### src/sosc_pkg.sv
// Package for the standby and output-state controller: register indices,
// field layouts, reset values and timing figures.
// Assumes a 200 MHz APB clock and 32-bit APB data.
package sosc_pkg;

  // Register indices; the byte address on APB is four times the index.
  localparam logic [7:0] SOSC_IDX_POWER = 8'h00;
  localparam logic [7:0] SOSC_IDX_OUTCTL = 8'h11;
  localparam logic [7:0] SOSC_IDX_SYNCIDLE = 8'h12;
  localparam logic [7:0] SOSC_IDX_CORERUN = 8'h14;
  localparam logic [7:0] SOSC_IDX_OSCEN = 8'h15;
  localparam logic [7:0] SOSC_IDX_POL12 = 8'h25;
  localparam logic [7:0] SOSC_IDX_POL3 = 8'h26;
  localparam logic [7:0] SOSC_IDX_GPOPOL = 8'h27;
  localparam logic [7:0] SOSC_IDX_STATUS = 8'h30;
  localparam logic [7:0] SOSC_IDX_GPODIR = 8'h78;

  // Field positions.
  localparam int SOSC_POWER_LSB = 0;
  localparam int SOSC_CLAMP_BIT = 2;
  localparam int SOSC_SUB_BIT = 24;

  // Reset values.
  localparam logic [1:0] SOSC_RST_POWER = 2'h3;
  localparam logic SOSC_RST_CLAMP = 1'b0;
  localparam logic SOSC_RST_OUTCTL = 1'b0;
  localparam logic SOSC_RST_CORERUN = 1'b0;
  localparam logic SOSC_RST_OSCEN = 1'b0;
  localparam logic [1:0] SOSC_RST_SYNCIDLE = 2'h0;
  localparam logic [24:0] SOSC_RST_POL = 25'h000_0000;
  localparam logic [7:0] SOSC_RST_GPOPOL = 8'h00;
  localparam logic [7:0] SOSC_RST_GPODIR = 8'h00;

  // Oscillator settling time after leaving the deepest standby.
  localparam int SOSC_SETTLE_US = 500;
  localparam int SOSC_CLK_MHZ = 200;
  localparam int SOSC_SETTLE_CYC = SOSC_SETTLE_US * SOSC_CLK_MHZ;

  // Power states in field order: 0 normal, 1..3 standby levels.
  typedef enum logic [1:0] {
    SOSC_NORMAL,
    SOSC_STANDBY1,
    SOSC_STANDBY2,
    SOSC_DEEPEST_STANDBY
  } sosc_power_t;

endpackage

### src/sosc_standby_output_state_ctrl.sv
// Standby and output-state controller with an APB register slave.
// Run-time levels from the timing core arrive on pclk and are not resynchronised.
`timescale 1ns/100ps

// Function
// - two-bit power field selects power state
// - output-enable low beats standby 1 at the sync outputs only
// - deepest standby stops the crystal oscillator
// - deepest standby drives its own vertical polarities
// - shared polarities for standby 1, 2, disable
// - general outputs idle levels are programmable
// - general pins tristate until direction selects output
// - standby 1, 2 select minimum drive
// - idle polarities default low everywhere except the even horizontal clock, fixed high in standby 1, 2, disable
module sosc_standby_output_state_ctrl
  import sosc_pkg::*;
#(
  parameter int SETTLE_CYC = SOSC_SETTLE_CYC,
  parameter int N_VERT = 24,
  parameter int N_GPO = 8,
  parameter int PADDR_W = 10
) (
  input wire logic pclk,
  input wire logic presetn,
  input wire logic psel,
  input wire logic penable,
  input wire logic pwrite,
  input wire logic [PADDR_W-1:0] paddr,
  input wire logic [31:0] pwdata,
  output logic [31:0] prdata,
  output logic pready,
  output logic pslverr,
  input wire logic [N_VERT-1:0] vertical_run,
  input wire logic substrate_run,
  input wire logic [N_GPO-1:0] general_run,
  input wire logic horizontal_odd_run,
  input wire logic horizontal_even_run,
  input wire logic last_horizontal_run,
  input wire logic reset_gate_run,
  input wire logic vertical_sync_run,
  input wire logic horizontal_sync_run,
  input wire logic pixel_clock_run,
  input wire logic oscillator_run,
  output logic [N_VERT-1:0] vertical_outs,
  output logic substrate_clock_out,
  output logic [N_GPO-1:0] general_outs,
  output logic [N_GPO-1:0] general_outs_oe,
  output logic horizontal_clock_odd,
  output logic horizontal_clock_even,
  output logic last_horizontal_clock,
  output logic reset_gate_out,
  output logic horizontal_oe,
  output logic drive_minimum,
  output logic vertical_sync,
  output logic horizontal_sync,
  output logic pixel_clock_out,
  output logic crystal_drive_out,
  output logic oscillator_enable,
  output logic analog_front_end_on,
  output logic reference_on,
  output logic clamp_enable,
  output logic timing_core_enable
);

  localparam int CNT_W = $clog2(SETTLE_CYC + 1);

  typedef struct packed {
    logic [1:0] power;
    logic clamp_en;
    logic output_enable_ctrl;
    logic timing_core_run;
    logic osc_en;
    logic [1:0] sync_idle_level;
    logic [24:0] pol12;
    logic [24:0] pol3;
    logic [N_GPO-1:0] gpo_pol;
    logic [N_GPO-1:0] gpo_dir;
    logic [CNT_W-1:0] settle_cnt;
    logic settled;
    logic [31:0] rdata;
    logic slverr;
    logic [N_VERT-1:0] vout;
    logic sub_out;
    logic [N_GPO-1:0] gout;
    logic [N_GPO-1:0] goe;
    logic h_odd;
    logic h_even;
    logic h_last;
    logic rg;
    logic h_oe;
    logic drv_min;
    logic vsync;
    logic hsync;
    logic pix_clk;
    logic xtal;
    logic osc_on;
    logic afe_on;
    logic ref_on;
    logic core_en;
  } sosc_state_t;

  sosc_state_t state_reg;
  sosc_state_t state_next;

  logic [7:0] idx;
  logic mapped;
  logic aligned;
  logic wr_go;
  logic [31:0] rd_val;
  sosc_power_t pstate;
  logic deepest;
  logic idle12;
  logic low_clk;

  assign idx = paddr[9:2];
  // Only whole-word accesses are decoded. Address bits above the index are not
  // looked at, so on a wider bus the map repeats instead of faulting.
  // Keeping the decode to the index keeps the compare narrow; paddr[9:2] needs PADDR_W of at least 10.
  assign aligned = (paddr[1:0] == 2'h0);
  assign pstate = sosc_power_t'(state_reg.power);
  // Zero-wait slave: every access completes in its first access cycle.
  assign pready = 1'b1;

  always_comb begin
    mapped = 1'b1;
    rd_val = 32'h0000_0000;
    case (idx)
      SOSC_IDX_POWER: rd_val[2:0] = {state_reg.clamp_en, state_reg.power};
      SOSC_IDX_OUTCTL: rd_val[0] = state_reg.output_enable_ctrl;
      SOSC_IDX_SYNCIDLE: rd_val[1:0] = state_reg.sync_idle_level;
      SOSC_IDX_CORERUN: rd_val[0] = state_reg.timing_core_run;
      SOSC_IDX_OSCEN: rd_val[0] = state_reg.osc_en;
      SOSC_IDX_POL12: rd_val[24:0] = state_reg.pol12;
      SOSC_IDX_POL3: rd_val[24:0] = state_reg.pol3;
      SOSC_IDX_GPOPOL: rd_val[N_GPO-1:0] = state_reg.gpo_pol;
      SOSC_IDX_GPODIR: rd_val[N_GPO-1:0] = state_reg.gpo_dir;
      SOSC_IDX_STATUS: rd_val[7:0] = {1'b0, ~idle12 & ~deepest, state_reg.settled,
        state_reg.afe_on, state_reg.osc_on, state_reg.core_en, state_reg.power};
      default: mapped = 1'b0;
    endcase
    if (!aligned) begin
      mapped = 1'b0;
      rd_val = 32'h0000_0000;
    end
  end

  assign wr_go = psel && penable && pwrite && mapped;

  // Output-state selection from the registered power and enable state.
  always_comb begin
    deepest = (pstate == SOSC_DEEPEST_STANDBY);
    idle12 = !deepest && (!state_reg.output_enable_ctrl ||
      pstate == SOSC_STANDBY1 || pstate == SOSC_STANDBY2);
    low_clk = deepest || (pstate == SOSC_STANDBY2);
  end

  always_comb begin
    state_next = state_reg;

    // Read data and error are captured in the setup phase and held for the access.
    if (psel && !penable) begin
      state_next.rdata = pwrite ? 32'h0000_0000 : rd_val;
      state_next.slverr = !mapped;
    end

    if (wr_go) begin
      case (idx)
        SOSC_IDX_POWER: begin
          state_next.power = pwdata[SOSC_POWER_LSB +: 2];
          state_next.clamp_en = pwdata[SOSC_CLAMP_BIT];
        end
        SOSC_IDX_OUTCTL: state_next.output_enable_ctrl = pwdata[0];
        SOSC_IDX_SYNCIDLE: state_next.sync_idle_level = pwdata[1:0];
        SOSC_IDX_CORERUN: state_next.timing_core_run = pwdata[0];
        SOSC_IDX_OSCEN: state_next.osc_en = pwdata[0];
        SOSC_IDX_POL12: state_next.pol12 = pwdata[24:0];
        SOSC_IDX_POL3: state_next.pol3 = pwdata[24:0];
        SOSC_IDX_GPOPOL: state_next.gpo_pol = pwdata[N_GPO-1:0];
        SOSC_IDX_GPODIR: state_next.gpo_dir = pwdata[N_GPO-1:0];
        default: state_next.rdata = state_reg.rdata;
      endcase
    end

    // Settling window after leaving the deepest standby; the status flag sets when it ends,
    // and the host model waits a fixed count before restarting the timing core.
    if (state_reg.settle_cnt != '0) begin
      state_next.settle_cnt = state_reg.settle_cnt - 1'b1;
      state_next.settled = (state_reg.settle_cnt == CNT_W'(1));
    end
    if (wr_go && idx == SOSC_IDX_POWER) begin
      if (pwdata[1:0] == 2'(SOSC_DEEPEST_STANDBY)) begin
        state_next.settle_cnt = '0;
        state_next.settled = 1'b0;
      end else if (deepest) begin
        state_next.settle_cnt = CNT_W'(SETTLE_CYC);
        state_next.settled = 1'b0;
      end
    end

    // Power gating of front end, core and oscillator.
    state_next.afe_on = (pstate == SOSC_NORMAL);
    state_next.ref_on = (pstate == SOSC_NORMAL) || (pstate == SOSC_STANDBY1);
    state_next.core_en = state_reg.timing_core_run && !low_clk;
    state_next.osc_on = state_reg.osc_en && !low_clk;
    state_next.xtal = low_clk ? 1'b0 : oscillator_run;

    // Vertical and substrate outputs.
    if (deepest) begin
      state_next.vout = state_reg.pol3[N_VERT-1:0];
      state_next.sub_out = state_reg.pol3[SOSC_SUB_BIT];
    end else if (idle12) begin
      state_next.vout = state_reg.pol12[N_VERT-1:0];
      state_next.sub_out = state_reg.pol12[SOSC_SUB_BIT];
    end else begin
      state_next.vout = vertical_run;
      state_next.sub_out = substrate_run;
    end

    // General outputs: idle level in any standby or disabled state, tristate
    // wherever the direction bit is clear.
    state_next.gout = (deepest || idle12) ? state_reg.gpo_pol : general_run;
    state_next.goe = state_reg.gpo_dir;

    // Horizontal and reset-gate drivers.
    // Disabled outputs alone keep full drive; only standby levels 1 and 2 lower it,
    // so a host that merely mutes the outputs does not slow the clock edges.
    state_next.h_oe = !deepest;
    state_next.drv_min = (pstate == SOSC_STANDBY1) || (pstate == SOSC_STANDBY2);
    if (deepest) begin
      state_next.h_odd = 1'b0;
      state_next.h_even = 1'b0;
      state_next.h_last = 1'b0;
      state_next.rg = 1'b0;
    end else if (idle12) begin
      state_next.h_odd = 1'b0;
      state_next.h_even = 1'b1;
      state_next.h_last = 1'b0;
      state_next.rg = 1'b0;
    end else begin
      state_next.h_odd = horizontal_odd_run;
      state_next.h_even = horizontal_even_run;
      state_next.h_last = last_horizontal_run;
      state_next.rg = reset_gate_run;
    end

    // Sync outputs and pixel clock; output-disable overrides standby 1 here.
    if (deepest) begin
      state_next.vsync = 1'b0;
      state_next.hsync = 1'b0;
    end else if (!state_reg.output_enable_ctrl || pstate == SOSC_STANDBY2) begin
      state_next.vsync = state_reg.sync_idle_level[0];
      state_next.hsync = state_reg.sync_idle_level[1];
    end else begin
      state_next.vsync = vertical_sync_run;
      state_next.hsync = horizontal_sync_run;
    end
    state_next.pix_clk = low_clk ? 1'b0 : pixel_clock_run;
  end

  always_ff @(posedge pclk or negedge presetn) begin
    if (!presetn) begin
      state_reg <= '0;
      state_reg.power <= SOSC_RST_POWER;
      state_reg.clamp_en <= SOSC_RST_CLAMP;
      state_reg.output_enable_ctrl <= SOSC_RST_OUTCTL;
      state_reg.timing_core_run <= SOSC_RST_CORERUN;
      state_reg.osc_en <= SOSC_RST_OSCEN;
      state_reg.sync_idle_level <= SOSC_RST_SYNCIDLE;
      state_reg.pol12 <= SOSC_RST_POL;
      state_reg.pol3 <= SOSC_RST_POL;
      state_reg.gpo_pol <= SOSC_RST_GPOPOL;
      state_reg.gpo_dir <= SOSC_RST_GPODIR;
    end else begin
      state_reg <= state_next;
    end
  end

  assign prdata = state_reg.rdata;
  assign pslverr = state_reg.slverr;
  assign vertical_outs = state_reg.vout;
  assign substrate_clock_out = state_reg.sub_out;
  assign general_outs = state_reg.gout;
  assign general_outs_oe = state_reg.goe;
  assign horizontal_clock_odd = state_reg.h_odd;
  assign horizontal_clock_even = state_reg.h_even;
  assign last_horizontal_clock = state_reg.h_last;
  assign reset_gate_out = state_reg.rg;
  assign horizontal_oe = state_reg.h_oe;
  assign drive_minimum = state_reg.drv_min;
  assign vertical_sync = state_reg.vsync;
  assign horizontal_sync = state_reg.hsync;
  assign pixel_clock_out = state_reg.pix_clk;
  assign crystal_drive_out = state_reg.xtal;
  assign oscillator_enable = state_reg.osc_on;
  assign analog_front_end_on = state_reg.afe_on;
  assign reference_on = state_reg.ref_on;
  assign clamp_enable = state_reg.clamp_en;
  assign timing_core_enable = state_reg.core_en;

endmodule // sosc_standby_output_state_ctrl

### config.mk
export PLATFORM = sky130hd
export DESIGN_NAME = sosc_standby_output_state_ctrl
export DESIGN_NICKNAME = d
export VERILOG_FILES = /design/src/sosc_pkg.sv /design/src/sosc_standby_output_state_ctrl.sv
export SDC_FILE = /design/constraint.sdc
export NUM_CORES = 1
export LEC_CHECK = 0
export BUFFER_PORTS_ARGS = -buffer_cell sky130_fd_sc_hd__buf_4
export CAP_MARGIN = 20
export CORE_ASPECT_RATIO = 1.5
export CORE_MARGIN = 2
export CORE_UTILIZATION = 50
export CTS_BUF_LIST = sky130_fd_sc_hd__clkbuf_16
export DETAILED_ROUTE_END_ITERATION = 8
export GPL_ROUTABILITY_DRIVEN = 0
export HOLD_SLACK_MARGIN = 0.05
export PLACE_DENSITY = 0.77
export SLEW_MARGIN = 20
export SYNTH_ARGS = -nofsm -noshare
export SYNTH_HDL_FRONTEND = slang
export SYNTH_SLANG_ARGS = --single-unit
### constraint.sdc
create_clock -name pclk -period 2.22 [get_ports pclk]
set_input_delay 0.333 -clock pclk [delete_from_list [all_inputs] [get_ports pclk]]
set_output_delay 0.333 -clock pclk [all_outputs]
set_load 0.005 [all_outputs]
Word-level counts from Yosys, hierarchy flattened

Index checks and enable logic that the tools add are counted.

Add/sub/neg operators: 1
Equal/unequal tests: 15
Mux-type cells: 25
Bitwise gates (word level): 3
Reductions and logical operators: 36

Operator list:

| kind                                                 | number |
|---|---|
| 2-to-1 mux 32 bit                                    | 3 |
| 2-to-1 mux 25 bit                                    | 3 |
| 2-to-1 mux 18 bit                                    | 4 |
| case mux 17 bit (2 select lines)                     | 1 |
| 2-to-1 mux 33 bit                                    | 1 |
| equality test 8 x 5 -> 1 bit, second input constant  | 4 |
| equality test 8 x 6 -> 1 bit, second input constant  | 4 |
| case mux 5 bit (5 select lines)                      | 1 |
| AND reduction 2 bit                                  | 9 |
| equality test 17 x 1 -> 1 bit, second input constant | 1 |
| nonzero test 17 bit                                  | 1 |
| subtractor 17 x 1 -> 17 bit, second input constant   | 1 |
| case mux 1 bit (6 select lines)                      | 2 |
| OR reduction 10 bit                                  | 1 |
| case mux 1 bit (9 select lines)                      | 1 |
| OR reduction 9 bit                                   | 1 |
| equality test 8 x 7 -> 1 bit, second input constant  | 1 |
| logical AND 1 bit                                    | 8 |
| logical NOT 8 bit                                    | 1 |
| 2-to-1 mux 4 bit                                     | 2 |
| 2-to-1 mux 8 bit                                     | 1 |
| logical OR 1 bit                                     | 7 |
| equality test 2 bit, second input constant           | 3 |
| logical NOT 1 bit                                    | 5 |
| 8 further kinds                                      | 14 |

Register bits: 180
Input port bits: 88
Output and inout port bits: 90
Word-level logic and storage cells: 112

Longest topological paths before layout

Gate-level depths: netlist of run 1.

Depth in word-level cells: 12
Gate-level depth with buffers: 8

Worst setup path before layout of run 1

OpenSTA, ideal clock, no wires.

Path kind: flip-flop to flip-flop
From: register state_reg[89] in the netlist's numbering
To: register state_reg[90] in the netlist's numbering
Setup time: 0.072 ns
Data arrival time: 2.078 ns
Path slack: 0.070 ns
Stages on the path, launching flop included: 9
Path buffers: 2
Clock period less this slack: 2.150 ns
Path through: dfrtp_1 -> inv_1 -> ha_1 -> clkbuf_1 -> nor4b_1 -> and4_1 -> clkbuf_1 -> mux2_2 -> nor2_1

RTL lines:

| what                   | line                                  | text |
|---|---|---|
| from (decl)            | sosc_standby_output_state_ctrl.sv:102 | `sosc_state_t state_reg;` |
| from (signal assigned) | sosc_standby_output_state_ctrl.sv:274 | `state_reg <= state_next;` |

==> summary.md, run 1 <==
| Metric | Value |
|---|---|
| Outcome | `completed` |
| Crit path max fanout | `11` |
| Slew @ Worst Pin | `0.618 ns` |
| HPWL Detailed | `14400 microns` |
| Clock transition at path regs | `0.07 ns` |
| Area grow syn2layout | `22.5%` |
| Minimum clock period | `2.03 ns` |
| IO Port Bufs | `162` |
| Most frequent cells after synthesis | `171 x dfrtp_1, 75 x buf_4, 58 x mux2_2` |
| Unrepaired setup endpoints after global routing | `false` |
| Drt first pass iters | `4` |
| Crit Path Class | `flip-flop to flip-flop` |
| CTS buffer count | `17` |
| First-pass GRT wire length | `31000 microns` |
| Startpoint types | `flip-flop` |
| IO Pins | `178` |
| GRT Total Usage | `0.230` |
| Worst Skew | `0.0130 ns` |
| Hold Vio Cnt, Final | `0` |
| GRT overflow | `0` |
| Sequential-to-total area share from yosys stat | `0.519` |
| Max Freq | `0.493 GHz` |
| Mapped Cells | `704` |
| Clock Sinks | `173` |
| Max cap viols | `0` |
| Setup-failing EPs final | `0` |
| Post-synth EDFFs | `0` |
| DRT antenna net count | `0` |
| Most frequent cell after synthesis | `dfrtp_1` |
| Clk root buf | `clkbuf_16` |
| Initial antenna violation count | `0` |
| Vias in the first global route | `5868` |
| ANT cells | `0` |
| Fin. max-slew vios | `0` |
| Critical Path RT | `2.52 ns` |
| Worst-Skew Late Latency | `0.42 ns` |
| DRC violation count after routing | `0` |
| Initial drt markers | `362` |
| Max reg flops | `81` |
| Fill count | `1310` |
| Synth top area share | `0.513` |
| Slew headroom | `0.588` |
| Htree depth | `4` |
| Yosys top cell by area | `dfrtp_1` |
| Via-per-instance ratio | `5.51` |
| Syn_area_per_cell | `11.9 sq um` |
| Post-synth top flop | `dfrtp_1` |
| CP arrival | `2.33 ns` |
| LEAKAGE | `5.14 nW` |
| Area contributors post-synth | `dfrtp_1 51%, mux2_2 7.8%, buf_4 6.7%` |
| Die span in y | `162 microns` |
| Placement Setup Slack | `0.0970 ns` |
| FF+latch area | `4330 sq um` |
| Clk buf depth | `2` |
| CP Capture Type | `flip-flop` |
| Period utilization | `0.913` |
| Detailed-route via count | `5795` |
| Seq cells post-synth | `173` |
| Post-layout nets | `926` |
| Final WS setup | `0.193 ns` |
| Yosys cell types | `67` |
| Die X | `110 microns` |
| Ys Warns | `0` |
| Post-CTS sizing | `0` |
| TNS Setup | `0 ns` |
| Core Region | `16300 sq um` |
| Fin Hold WS | `0.116 ns` |
| Die Area | `17800 sq um` |
| Final WL | `19700 microns` |
| CTS tree | `built` |
| Power Density | `683 nW/um^2` |
| Mapped cell area | `8350 sq um` |
| Share of layout cells above drive strength 1 | `0.392` |
| Ys async rst share | `1.00` |
| Hold Path Class | `input port to flip-flop` |
| Initial Utilization | `0.513` |
| Drt wl/cell | `18.8 microns` |
| Row count | `57` |
| Peak supply drop | `0.000488 V` |
| Multi-input gate area | `3330 sq um` |
| Largest net degree at the start of global routing | `61` |
## cells by family after synthesis
logic type,Yosys count,synth area share
AND/OR/NAND/NOR,159,0.109
flip-flops,173,0.519
AO/OA/AOI/OAI,130,0.107
buffers and inverters,110,0.0859
other,2,0.000900
adder cells (fa/ha/maj),6,0.00899
XOR/XNOR,3,0.00315
multiplexers,121,0.166
## per-layer routing
layer,wire length (microns),GRT usage
met4,397,0.0857
met3,1010,0.0538
met2,10600,0.406
met5,0,0
met1,7700,0.267
## layout by cell type, fill, tap and decap left out, types with 5 or more instances in the layout
cell type  count
a21o_1        17
dfrtp_1      171
conb_1         8
mux2_4        20
ha_1           5
and2_1        10
clkbuf_16     17
nand3_1       13
inv_6          5
or4_1         12
nor3_1         9
o31ai_1        9
buf_4        192
a22oi_1        6
inv_1          9
mux2i_1       39
nand2b_1       5
o21ai_0       35
nand2_1       45
nor2_1        26
a22o_1        18
a31oi_1        9
mux2_2        58
a21oi_1       13
buf_12        10
## final timing paths
| kind | start | slack [ns] | cells past startpoint | endpoint |
|---|---|---|---|---|
| max | pstate[1]$_DFFE_PN1N_ | 0.19 | 6 | general_outs[7]$_DFF_PN0_ |
| min reg2reg | state_next[17]$_DFFE_PN0P_ | 0.40 | 0 | general_outs_oe[3]$_DFF_PN0_ |
| min in group asynchronous | presetn | 0.48 | 2 | horizontal_clock_odd$_DFF_PN0_ |
| max in group asynchronous | presetn | 1.07 | 3 | pstate[0]$_DFFE_PN1N_ |
| min | pixel_clock_run | 0.12 | 2 | pixel_clock_out$_DFF_PN0_ |
| max reg2reg | pstate[1]$_DFFE_PN1N_ | 0.19 | 6 | general_outs[7]$_DFF_PN0_ |
## final cells by class
| cell class | count | area share |
|---|---|---|
| Multi-Input combinational cell | 427 | 0.326 |
| Tap cell | 206 | 0.0252 |
| Inverter | 9 | 0.00330 |
| Clock inverter | 15 | 0.0179 |
| Timing Repair Buffer | 204 | 0.163 |
| Clock buffer | 17 | 0.0416 |
| Sequential cell | 173 | 0.424 |
## worst max-delay path, stage by stage, from the launching register on
cell and delay [ns]:
dfstp_2 0.59, inv_1 0.09, ha_1 0.19, nor3b_1 0.28, o21a_1 0.24, buf_12 0.17
mux2_2 0.34
## through the flow
| step | area (sq um) | util | std cells | power [mW] |
|---|---|---|---|---|
| global placement | 9610 | 0.591 | 1018 | 3.96 |
| CTS | 10200 | 0.629 | 1051 | 7.04 |
| floorplan | 8370 | - | 710 | 3.66 |
| global route | 10200 | 0.629 | 1051 | 7.26 |
| detailed placement | 9610 | 0.591 | 1018 | 3.97 |
| finish | 10200 | 0.629 | 1051 | 6.99 |
## timing repair
item,CTS,global route
setup endpoints to repair,0,0
hold endpoints to repair,56,0
hold buffers,1,0
setup buffers,0,0
## where the power goes
part / switching, mW / leakage, nW / internal (mW) / total [mW]
logic: 0.297 / 2.50 / 0.269 / 0.566
registers: 0.112 / 2.34 / 3.24 / 3.35
clock network: 1.28 / 0.293 / 1.79 / 3.07
Power figures use the tool's default switching activity.
==> run 2, diff against run 1 <==
--- a/config.mk
+++ b/config.mk
@@ -9,13 +9,12 @@
 export CAP_MARGIN = 20
 export CORE_ASPECT_RATIO = 1.5
 export CORE_MARGIN = 2
-export CORE_UTILIZATION = 50
+export CORE_UTILIZATION = 56
 export CTS_BUF_LIST = sky130_fd_sc_hd__clkbuf_16
 export DETAILED_ROUTE_END_ITERATION = 8
 export GPL_ROUTABILITY_DRIVEN = 0
 export HOLD_SLACK_MARGIN = 0.05
-export PLACE_DENSITY = 0.77
-export SLEW_MARGIN = 20
+export PLACE_DENSITY = 0.82
 export SYNTH_ARGS = -nofsm -noshare
 export SYNTH_HDL_FRONTEND = slang
 export SYNTH_SLANG_ARGS = --single-unit
==> constraint.sdc (replaced) <==
create_clock -name pclk -period 2.6 [get_ports pclk]
set_input_delay 0.39 -clock pclk [delete_from_list [all_inputs] [get_ports pclk]]
set_output_delay 0.39 -clock pclk [all_outputs]
set_load 0.005 [all_outputs]
==> run 2 against run 1 <==
Largest cell class unchanged; hold slack better by 0.054 ns; largest power group unchanged; non-clock buffer count is 20 lower; critical path type unchanged; clock-buffer cell count stayed put; setup slack better by 0.22 ns; critical endpoint is now state_reg[104]$_DFF_PN0_; clock power is 22% lower.
==> summary.md, run 2 (synthesized netlist as in run 1, its figures left out) <==
| Metric | Value |
|---|---|
| Initial Utilization | `0.572 (+0.0586)` |
| ANT cells | `0 (unchanged)` |
| Clk root buf | `clkbuf_16` |
| Unrepaired setup endpoints after global routing | `false` |
| Initial drt markers | `386 (+6.6%)` |
| CTS tree | `built` |
| FF+latch area | `4330 sq um (unchanged)` |
| First-pass GRT wire length | `33200 microns (+6.9%)` |
| Detailed-route via count | `5990 (+3.4%)` |
| CP Capture Type | `flip-flop` |
| Critical path buffer and inverter count | `0 (-2)` |
| Post-layout nets | `906 (-2.2%)` |
| Critical Path RT | `2.94 ns (+0.42 ns)` |
| Outcome | `completed` |
| Period utilization | `0.843 (-0.0702)` |
| Via-per-instance ratio | `5.87 (+6.5%)` |
| Postcts setup bufs | `0 (unchanged)` |
| Worst path max stage delay | `0.66 ns (+0.07 ns)` |
| Vias in the first global route | `6370 (+8.6%)` |
| CP arrival | `2.53 ns (+0.20 ns)` |
| Slowest-stage cell, CP | `nor4_1` |
| IO Port Bufs | `162 (unchanged)` |
| Clock transition at path regs | `0.07 ns (about the same)` |
| Die X | `104 microns (-5.3%)` |
| CTS Hold Bufs | `1 (unchanged)` |
| Worst Skew | `0.0112 ns (-0.00179 ns)` |
| GRT Total Usage | `0.266 (+0.0364)` |
| Setup-failing EPs final | `0 (unchanged)` |
| DRT antenna net count | `0 (unchanged)` |
| Hold Path Class | `input port to flip-flop` |
| Multi-input gate area | `3330 sq um (unchanged)` |
| Hold Vio Cnt, Final | `0 (unchanged)` |
| Largest net degree at the start of global routing | `62 (+1.6%)` |
| Row count | `54 (-5.3%)` |
| Crit path max fanout | `7 (-4)` |
| Post-CTS sizing | `0 (unchanged)` |
| Die Area | `15900 sq um (-10%)` |
| Clock Sinks | `173 (unchanged)` |
| CTS buffer count | `17 (unchanged)` |
| Crit-path cells | `or4_1 > nor4_1 > nand4b_1 > a31oi_1` |
| Slew @ Worst Pin | `0.716 ns (+0.0981 ns)` |
| Minimum clock period | `2.19 ns (+0.165 ns)` |
| Final Core Density | `0.680 (+0.0512)` |
| Delay-heaviest family, CP | `simple AND/OR/NAND/NOR gates` |
| Max Freq | `0.456 GHz (-7.5%)` |
| Drt wl/cell | `20.4 microns (+8.4%)` |
| DRC violation count after routing | `0 (unchanged)` |
| HPWL Detailed | `14900 microns (+3.6%)` |
| Peak supply drop | `0.000416 V (-15%)` |
| TNS Setup | `0 ns (unchanged)` |
| Initial antenna violation count | `0 (unchanged)` |
| Power Density | `579 nW/um^2 (-15%)` |
| Slew headroom | `0.518 (-0.0698)` |
| IO Pins | `178 (unchanged)` |
| Fill count | `1076 (-18%)` |
| LEAKAGE | `4.99 nW (-2.9%)` |
| CP Depth | `4 (-2)` |
| Worst-Skew Late Latency | `0.43 ns (about the same)` |
| Most frequent cells in the layout | `179 x buf_4, 171 x dfrtp_1, 58 x mux2_2` |
| Htree depth | `4 (unchanged)` |
| GRT overflow | `0 (unchanged)` |
| Area grow syn2layout | `18.9%` |
| Die span in y | `154 microns (-5.4%)` |
| Max reg flops | `81 (unchanged)` |
| Most common cell after layout, fill and taps aside | `buf_4` |
| Clk buf depth | `2 (unchanged)` |
| Core Region | `14600 sq um (-10%)` |
| Hold path depth | `2 (unchanged)` |
| Crit Path Class | `flip-flop to flip-flop` |
| Share of layout cells above drive strength 1 | `0.375 (-0.0167)` |
| Fin. max-slew vios | `0 (unchanged)` |
| Max cap viols | `0 (unchanged)` |
| Final WL | `20800 microns (+5.2%)` |
| R2R depth | `4 (-2)` |
| Startpoint types | `flip-flop` |
| Drt first pass iters | `5 (+1)` |
run 2: area by class of cell:
| class | instances | area share |
|---|---|---|
| clock inverter | 14 | 0.0134 |
| inverter | 9 | 0.00340 |
| sequential | 173 | 0.436 |
| multi-input combinational | 427 | 0.336 |
| clock buffer | 17 | 0.0429 |
| tap | 196 | 0.0247 |
| timing repair buffer | 184 | 0.144 |
run 2: per-layer routing:
layer	routed length, microns	global-route usage	share of wire	up-vias
met1	8040	0.308	0.39	3023
li1	-	-	-	2672
met4	992	0.152	0.048	0
met3	975	0.0555	0.047	65
met2	10800	0.460	0.52	230
met5	0	0	0	-
run 2: worst paths after layout:
kind | endpoint | start | slack, ns
max | state_reg[104]$_DFF_PN0_ | state_reg[91]$_DFF_PN0_ | 0.41
min | reset_gate_out$_DFF_PN0_ | reset_gate_run | 0.17
max reg2reg | state_reg[104]$_DFF_PN0_ | state_reg[91]$_DFF_PN0_ | 0.41
min reg2reg | general_outs_oe[6]$_DFF_PN0_ | state_next[20]$_DFFE_PN0P_ | 0.40
max in group asynchronous | vertical_outs[14]$_DFF_PN0_ | presetn | 1.35
min in group asynchronous | general_outs[5]$_DFF_PN0_ | presetn | 0.51
run 2: worst register-to-register path, stage by stage, from the launching register on:
cell and delay, ns:
dfrtp_1 0.45, or4_1 0.58, nor4_1 0.66, nand4b_1 0.21
a31oi_1 0.22
run 2: report_power, final:
part	leakage (nW)	switching (mW)	internal (mW)
combinational	2.37	0.262	0.216
sequential	2.34	0.101	2.76
clock	0.273	1.14	1.26
run 2: stage by stage:
step | cells | area (sq um) | power, mW | hold WS, ns | worst slack, ns
global route | 1020 | 9930 | 5.94 | 0.165 | 0.306
global placement | 988 | 9360 | 3.35 | 0.383 | 0.227
CTS | 1020 | 9930 | 5.77 | 0.158 | 0.437
detailed placement | 988 | 9360 | 3.38 | 0.376 | 0.188
floorplan | 710 | 8370 | 3.12 | 0.0944 | 0.450
finish | 1020 | 9930 | 5.75 | 0.170 | 0.408
==> run 3, diff against run 2 <==
--- a/config.mk
+++ b/config.mk
@@ -5,16 +5,17 @@
 export SDC_FILE = /design/constraint.sdc
 export NUM_CORES = 1
 export LEC_CHECK = 0
+export ABC_AREA = 1
 export BUFFER_PORTS_ARGS = -buffer_cell sky130_fd_sc_hd__buf_4
 export CAP_MARGIN = 20
 export CORE_ASPECT_RATIO = 1.5
 export CORE_MARGIN = 2
-export CORE_UTILIZATION = 56
+export CORE_UTILIZATION = 55
 export CTS_BUF_LIST = sky130_fd_sc_hd__clkbuf_16
 export DETAILED_ROUTE_END_ITERATION = 8
 export GPL_ROUTABILITY_DRIVEN = 0
 export HOLD_SLACK_MARGIN = 0.05
-export PLACE_DENSITY = 0.82
+export PLACE_DENSITY = 0.8
 export SYNTH_ARGS = -nofsm -noshare
 export SYNTH_HDL_FRONTEND = slang
 export SYNTH_SLANG_ARGS = --single-unit
==> constraint.sdc (replaced) <==
create_clock -name pclk -period 2.2 [get_ports pclk]
set_input_delay 0.33 -clock pclk [delete_from_list [all_inputs] [get_ports pclk]]
set_output_delay 0.33 -clock pclk [all_outputs]
set_load 0.005 [all_outputs]
==> run 3 against run 2 <==
Largest cell class unchanged; fmax is 10% higher; clock skew fell by 0.0010 ns; die area rose by 0.91%; setup slack lost 0.20 ns; synthesized cell count is 40% higher; combinational power decreased by 27%; utilization is 0.58 points lower; hold slack got worse by 0.049 ns; sequential power is 13% higher; synthesized area fell by 0.85%; non-clock buffer count is 3 higher; sequential cell count unchanged.
==> summary.md, run 3 <==
| Metric | Value |
|---|---|
| Outcome | `completed` |
| Post-synth top flop | `dfrtp_1` |
| Crit-path cells | `inv_1 > ha_1 > o21ai_0 > and2_2 > buf_12 > o21ai_0 > a21oi_1 > a21oi_1` |
| Crit Path Class | `flip-flop to flip-flop` |
| Period utilization | `0.906 (+0.0628)` |
| Initial drt markers | `440 (+14%)` |
| Largest net degree at the start of global routing | `65 (+4.8%)` |
| Placement Setup Slack | `0.0586 ns (-0.129 ns)` |
| Most frequent cells after synthesis | `204 x nand2_1, 171 x dfrtp_1, 109 x o21ai_0` |
| Slew @ Worst Pin | `0.566 ns (-0.150 ns)` |
| CP arrival | `2.28 ns (-0.25 ns)` |
| Yosys top cell by area | `dfrtp_1` |
| First-pass GRT wire length | `33800 microns (+1.9%)` |
| IO Port Bufs | `162 (unchanged)` |
| Slew headroom | `0.620 (+0.102)` |
| HPWL Detailed | `14600 microns (-2.1%)` |
| Startpoint types | `flip-flop` |
| Syn_area_per_cell | `8.39 sq um (-29%)` |
| Mapped Cells | `987 (+40%)` |
| Hold Vio Cnt, Final | `0 (unchanged)` |
| Clock Sinks | `173 (unchanged)` |
| Crit path max fanout | `51 (+44)` |
| Worst-Skew Late Latency | `0.43 ns (about the same)` |
| Mapped cell area | `8280 sq um (-0.85%)` |
| Flop-to-flop setup slack | `0.21 ns (-0.20 ns)` |
| RR Startpoint | `pstate[1]$_DFFE_PN1N_` |
| Row count | `54 (unchanged)` |
| Hold path depth | `3 (+1)` |
| Area contributors post-synth | `dfrtp_1 52%, nand2_1 9.3%, buf_4 7.0%` |
| Via-per-instance ratio | `5.36 (-8.7%)` |
| Clk buf depth | `2 (unchanged)` |
| Final WL | `20900 microns (+0.52%)` |
| DRT antenna net count | `0 (unchanged)` |
| Share of layout cells above drive strength 1 | `0.218 (-0.157)` |
| GRT overflow | `0 (unchanged)` |
| Drt first pass iters | `7 (+2)` |
| Die Area | `16100 sq um (+0.91%)` |
| Most frequent cells in the layout | `204 x nand2_1, 180 x buf_4, 171 x dfrtp_1` |
| Minimum clock period | `1.99 ns (-0.199 ns)` |
| GRT Total Usage | `0.266 (-0.000575)` |
| Slowest-stage cell, CP | `dfstp_2` |
| Setup-failing EPs final | `0 (unchanged)` |
| CTS tree | `built` |
| Die X | `104 microns (+0.45%)` |
| Seq cells post-synth | `173 (unchanged)` |
| Max Freq | `0.502 GHz (+10%)` |
| Htree depth | `4 (unchanged)` |
| Clock transition at path regs | `0.07 ns (about the same)` |
| Max reg flops | `81 (unchanged)` |
| Postcts setup bufs | `0 (unchanged)` |
| Crit Reg-Reg Endpoint | `vertical_outs[3]$_DFF_PN0_` |
| Unrepaired setup endpoints after global routing | `false` |
| Post-synth EDFFs | `0 (unchanged)` |
| CTS buffer count | `17 (unchanged)` |
| Fin. max-slew vios | `0 (unchanged)` |
| R2R depth | `8 (+4)` |
| Clk root buf | `clkbuf_16` |
| ANT cells | `0 (unchanged)` |
| Most frequent cell after synthesis | `nand2_1` |
| Power Density | `660 nW/um^2 (+14%)` |
| Sequential-to-total area share from yosys stat | `0.523 (+0.00447)` |
| Fin Hold WS | `0.121 ns (-0.0492 ns)` |
| Detailed-route via count | `6949 (+16%)` |
| Die span in y | `154 microns (+0.46%)` |
| Hold endpoint | `state_reg[138]$_DFFE_PN0P_` |
| Vias in the first global route | `6790 (+6.6%)` |
| Initial Utilization | `0.565 (-0.00750)` |
| Most common cell after layout, fill and taps aside | `nand2_1` |
| DRC violation count after routing | `0 (unchanged)` |
| Worst Skew | `0.0102 ns (-0.00104 ns)` |
| Drt wl/cell | `16.1 microns (-21%)` |
| Peak supply drop | `0.000495 V (+19%)` |
| Yosys cell types | `37 (-45%)` |
| Fill count | `1181 (+9.8%)` |
| Final WS setup | `0.207 ns (-0.201 ns)` |
| Worst hold start | `pwdata[16]` |
| IO Pins | `178 (unchanged)` |
| Ys Warns | `0 (unchanged)` |
| CP Capture Type | `flip-flop` |
| Post-layout nets | `1181 (+30%)` |
| Max cap viols | `0 (unchanged)` |
| Design Power | `6.52 mW (+13%)` |
| Initial antenna violation count | `0 (unchanged)` |
| Ys async rst share | `1.00 (unchanged)` |
| LEAKAGE | `4.83 nW (-3.2%)` |
| Synth top area share | `0.517 (+0.00442)` |
| Critical Path RT | `2.49 ns (-0.45 ns)` |
| Area grow syn2layout | `19.5%` |
| TNS Setup | `0 ns (unchanged)` |
| Hold Path Class | `input port to flip-flop` |
| Core Region | `14700 sq um (+0.46%)` |
| Worst path max stage delay | `0.60 ns (-0.06 ns)` |
==> run 3: through the flow <==
stage               std cells   util  area [sq um]
floorplan                 993      -          8300
global placement         1263  0.634          9300
detailed placement       1263  0.634          9300
CTS                      1296  0.674          9880
global route             1296  0.674          9890
finish                   1296  0.674          9890
==> run 3: worst max path at each step <==
stage	start	to	slack, ns	cells after the start
6_report	pstate[1]$_DFFE_PN1N_	vertical_outs[3]$_DFF_PN0_	0.21	8
2_1_floorplan	pstate[1]$_DFFE_PN1N_	vertical_outs[19]$_DFF_PN0_	0.33	9
3_3_place_gp	paddr[9]	state_reg[119]$_DFFE_PN0P_	0.13	12
5_1_grt	state_reg[89]$_DFF_PN0_	state_reg[98]$_DFF_PN0_	0.02	10
3_5_place_dp	paddr[9]	state_reg[120]$_DFFE_PN0P_	0.06	13
4_1_cts	pstate[1]$_DFFE_PN1N_	prdata[6]$_DFFE_PN0P_	0.09	10
==> run 3: routing by layer <==
layer	vias up	wire length [microns]	global-route usage
li1	3281	-	-
met1	3292	7820	0.313
met2	324	10800	0.473
met3	52	1520	0.0560
met4	0	707	0.109
met5	-	0	0
==> run 3: logic make-up after synthesis <==
family,after synthesis,share of synthesized area
fa+ha+maj,6,0.00907
other cells,2,0.000907
simple gates,355,0.179
buf+inv,221,0.138
flops,173,0.523
xor+xnor,12,0.0127
compound gates,218,0.138
==> run 3: area by class of cell <==
cell class	instances	area [sq um]	area share
clock buffer	17	425	0.0430
clock inverter	15	153	0.0154
inverter	109	409	0.0414
multi-input combinational	599	2850	0.288
sequential	173	4330	0.438
tap	196	245	0.0248
timing repair buffer	187	1470	0.149
==> run 3: critical path: cells and delay by family (launching register included) <==
family	cells	cell delay, ns
adder cells (fa/ha/maj)	1	0.20
AO/OA/AOI/OAI	4	0.50
flip-flops	1	0.60
buffers and inverters	2	0.33
AND/OR/NAND/NOR	1	0.20
==> run 3: timing repair <==
item	in CTS	in global routing
setup endpoints to repair	0	1
hold buffers	1	0
resized for setup	0	2
endpoints found under the hold margin	48	0
==> run 3: where the power goes <==
part	internal [mW]	total, mW	switching [mW]	leakage (nW)
combinational	0.143	0.349	0.205	2.77
clock	1.60	2.94	1.34	0.279
sequential	3.20	3.23	0.0236	1.78
total	4.95	6.52	1.57	4.83
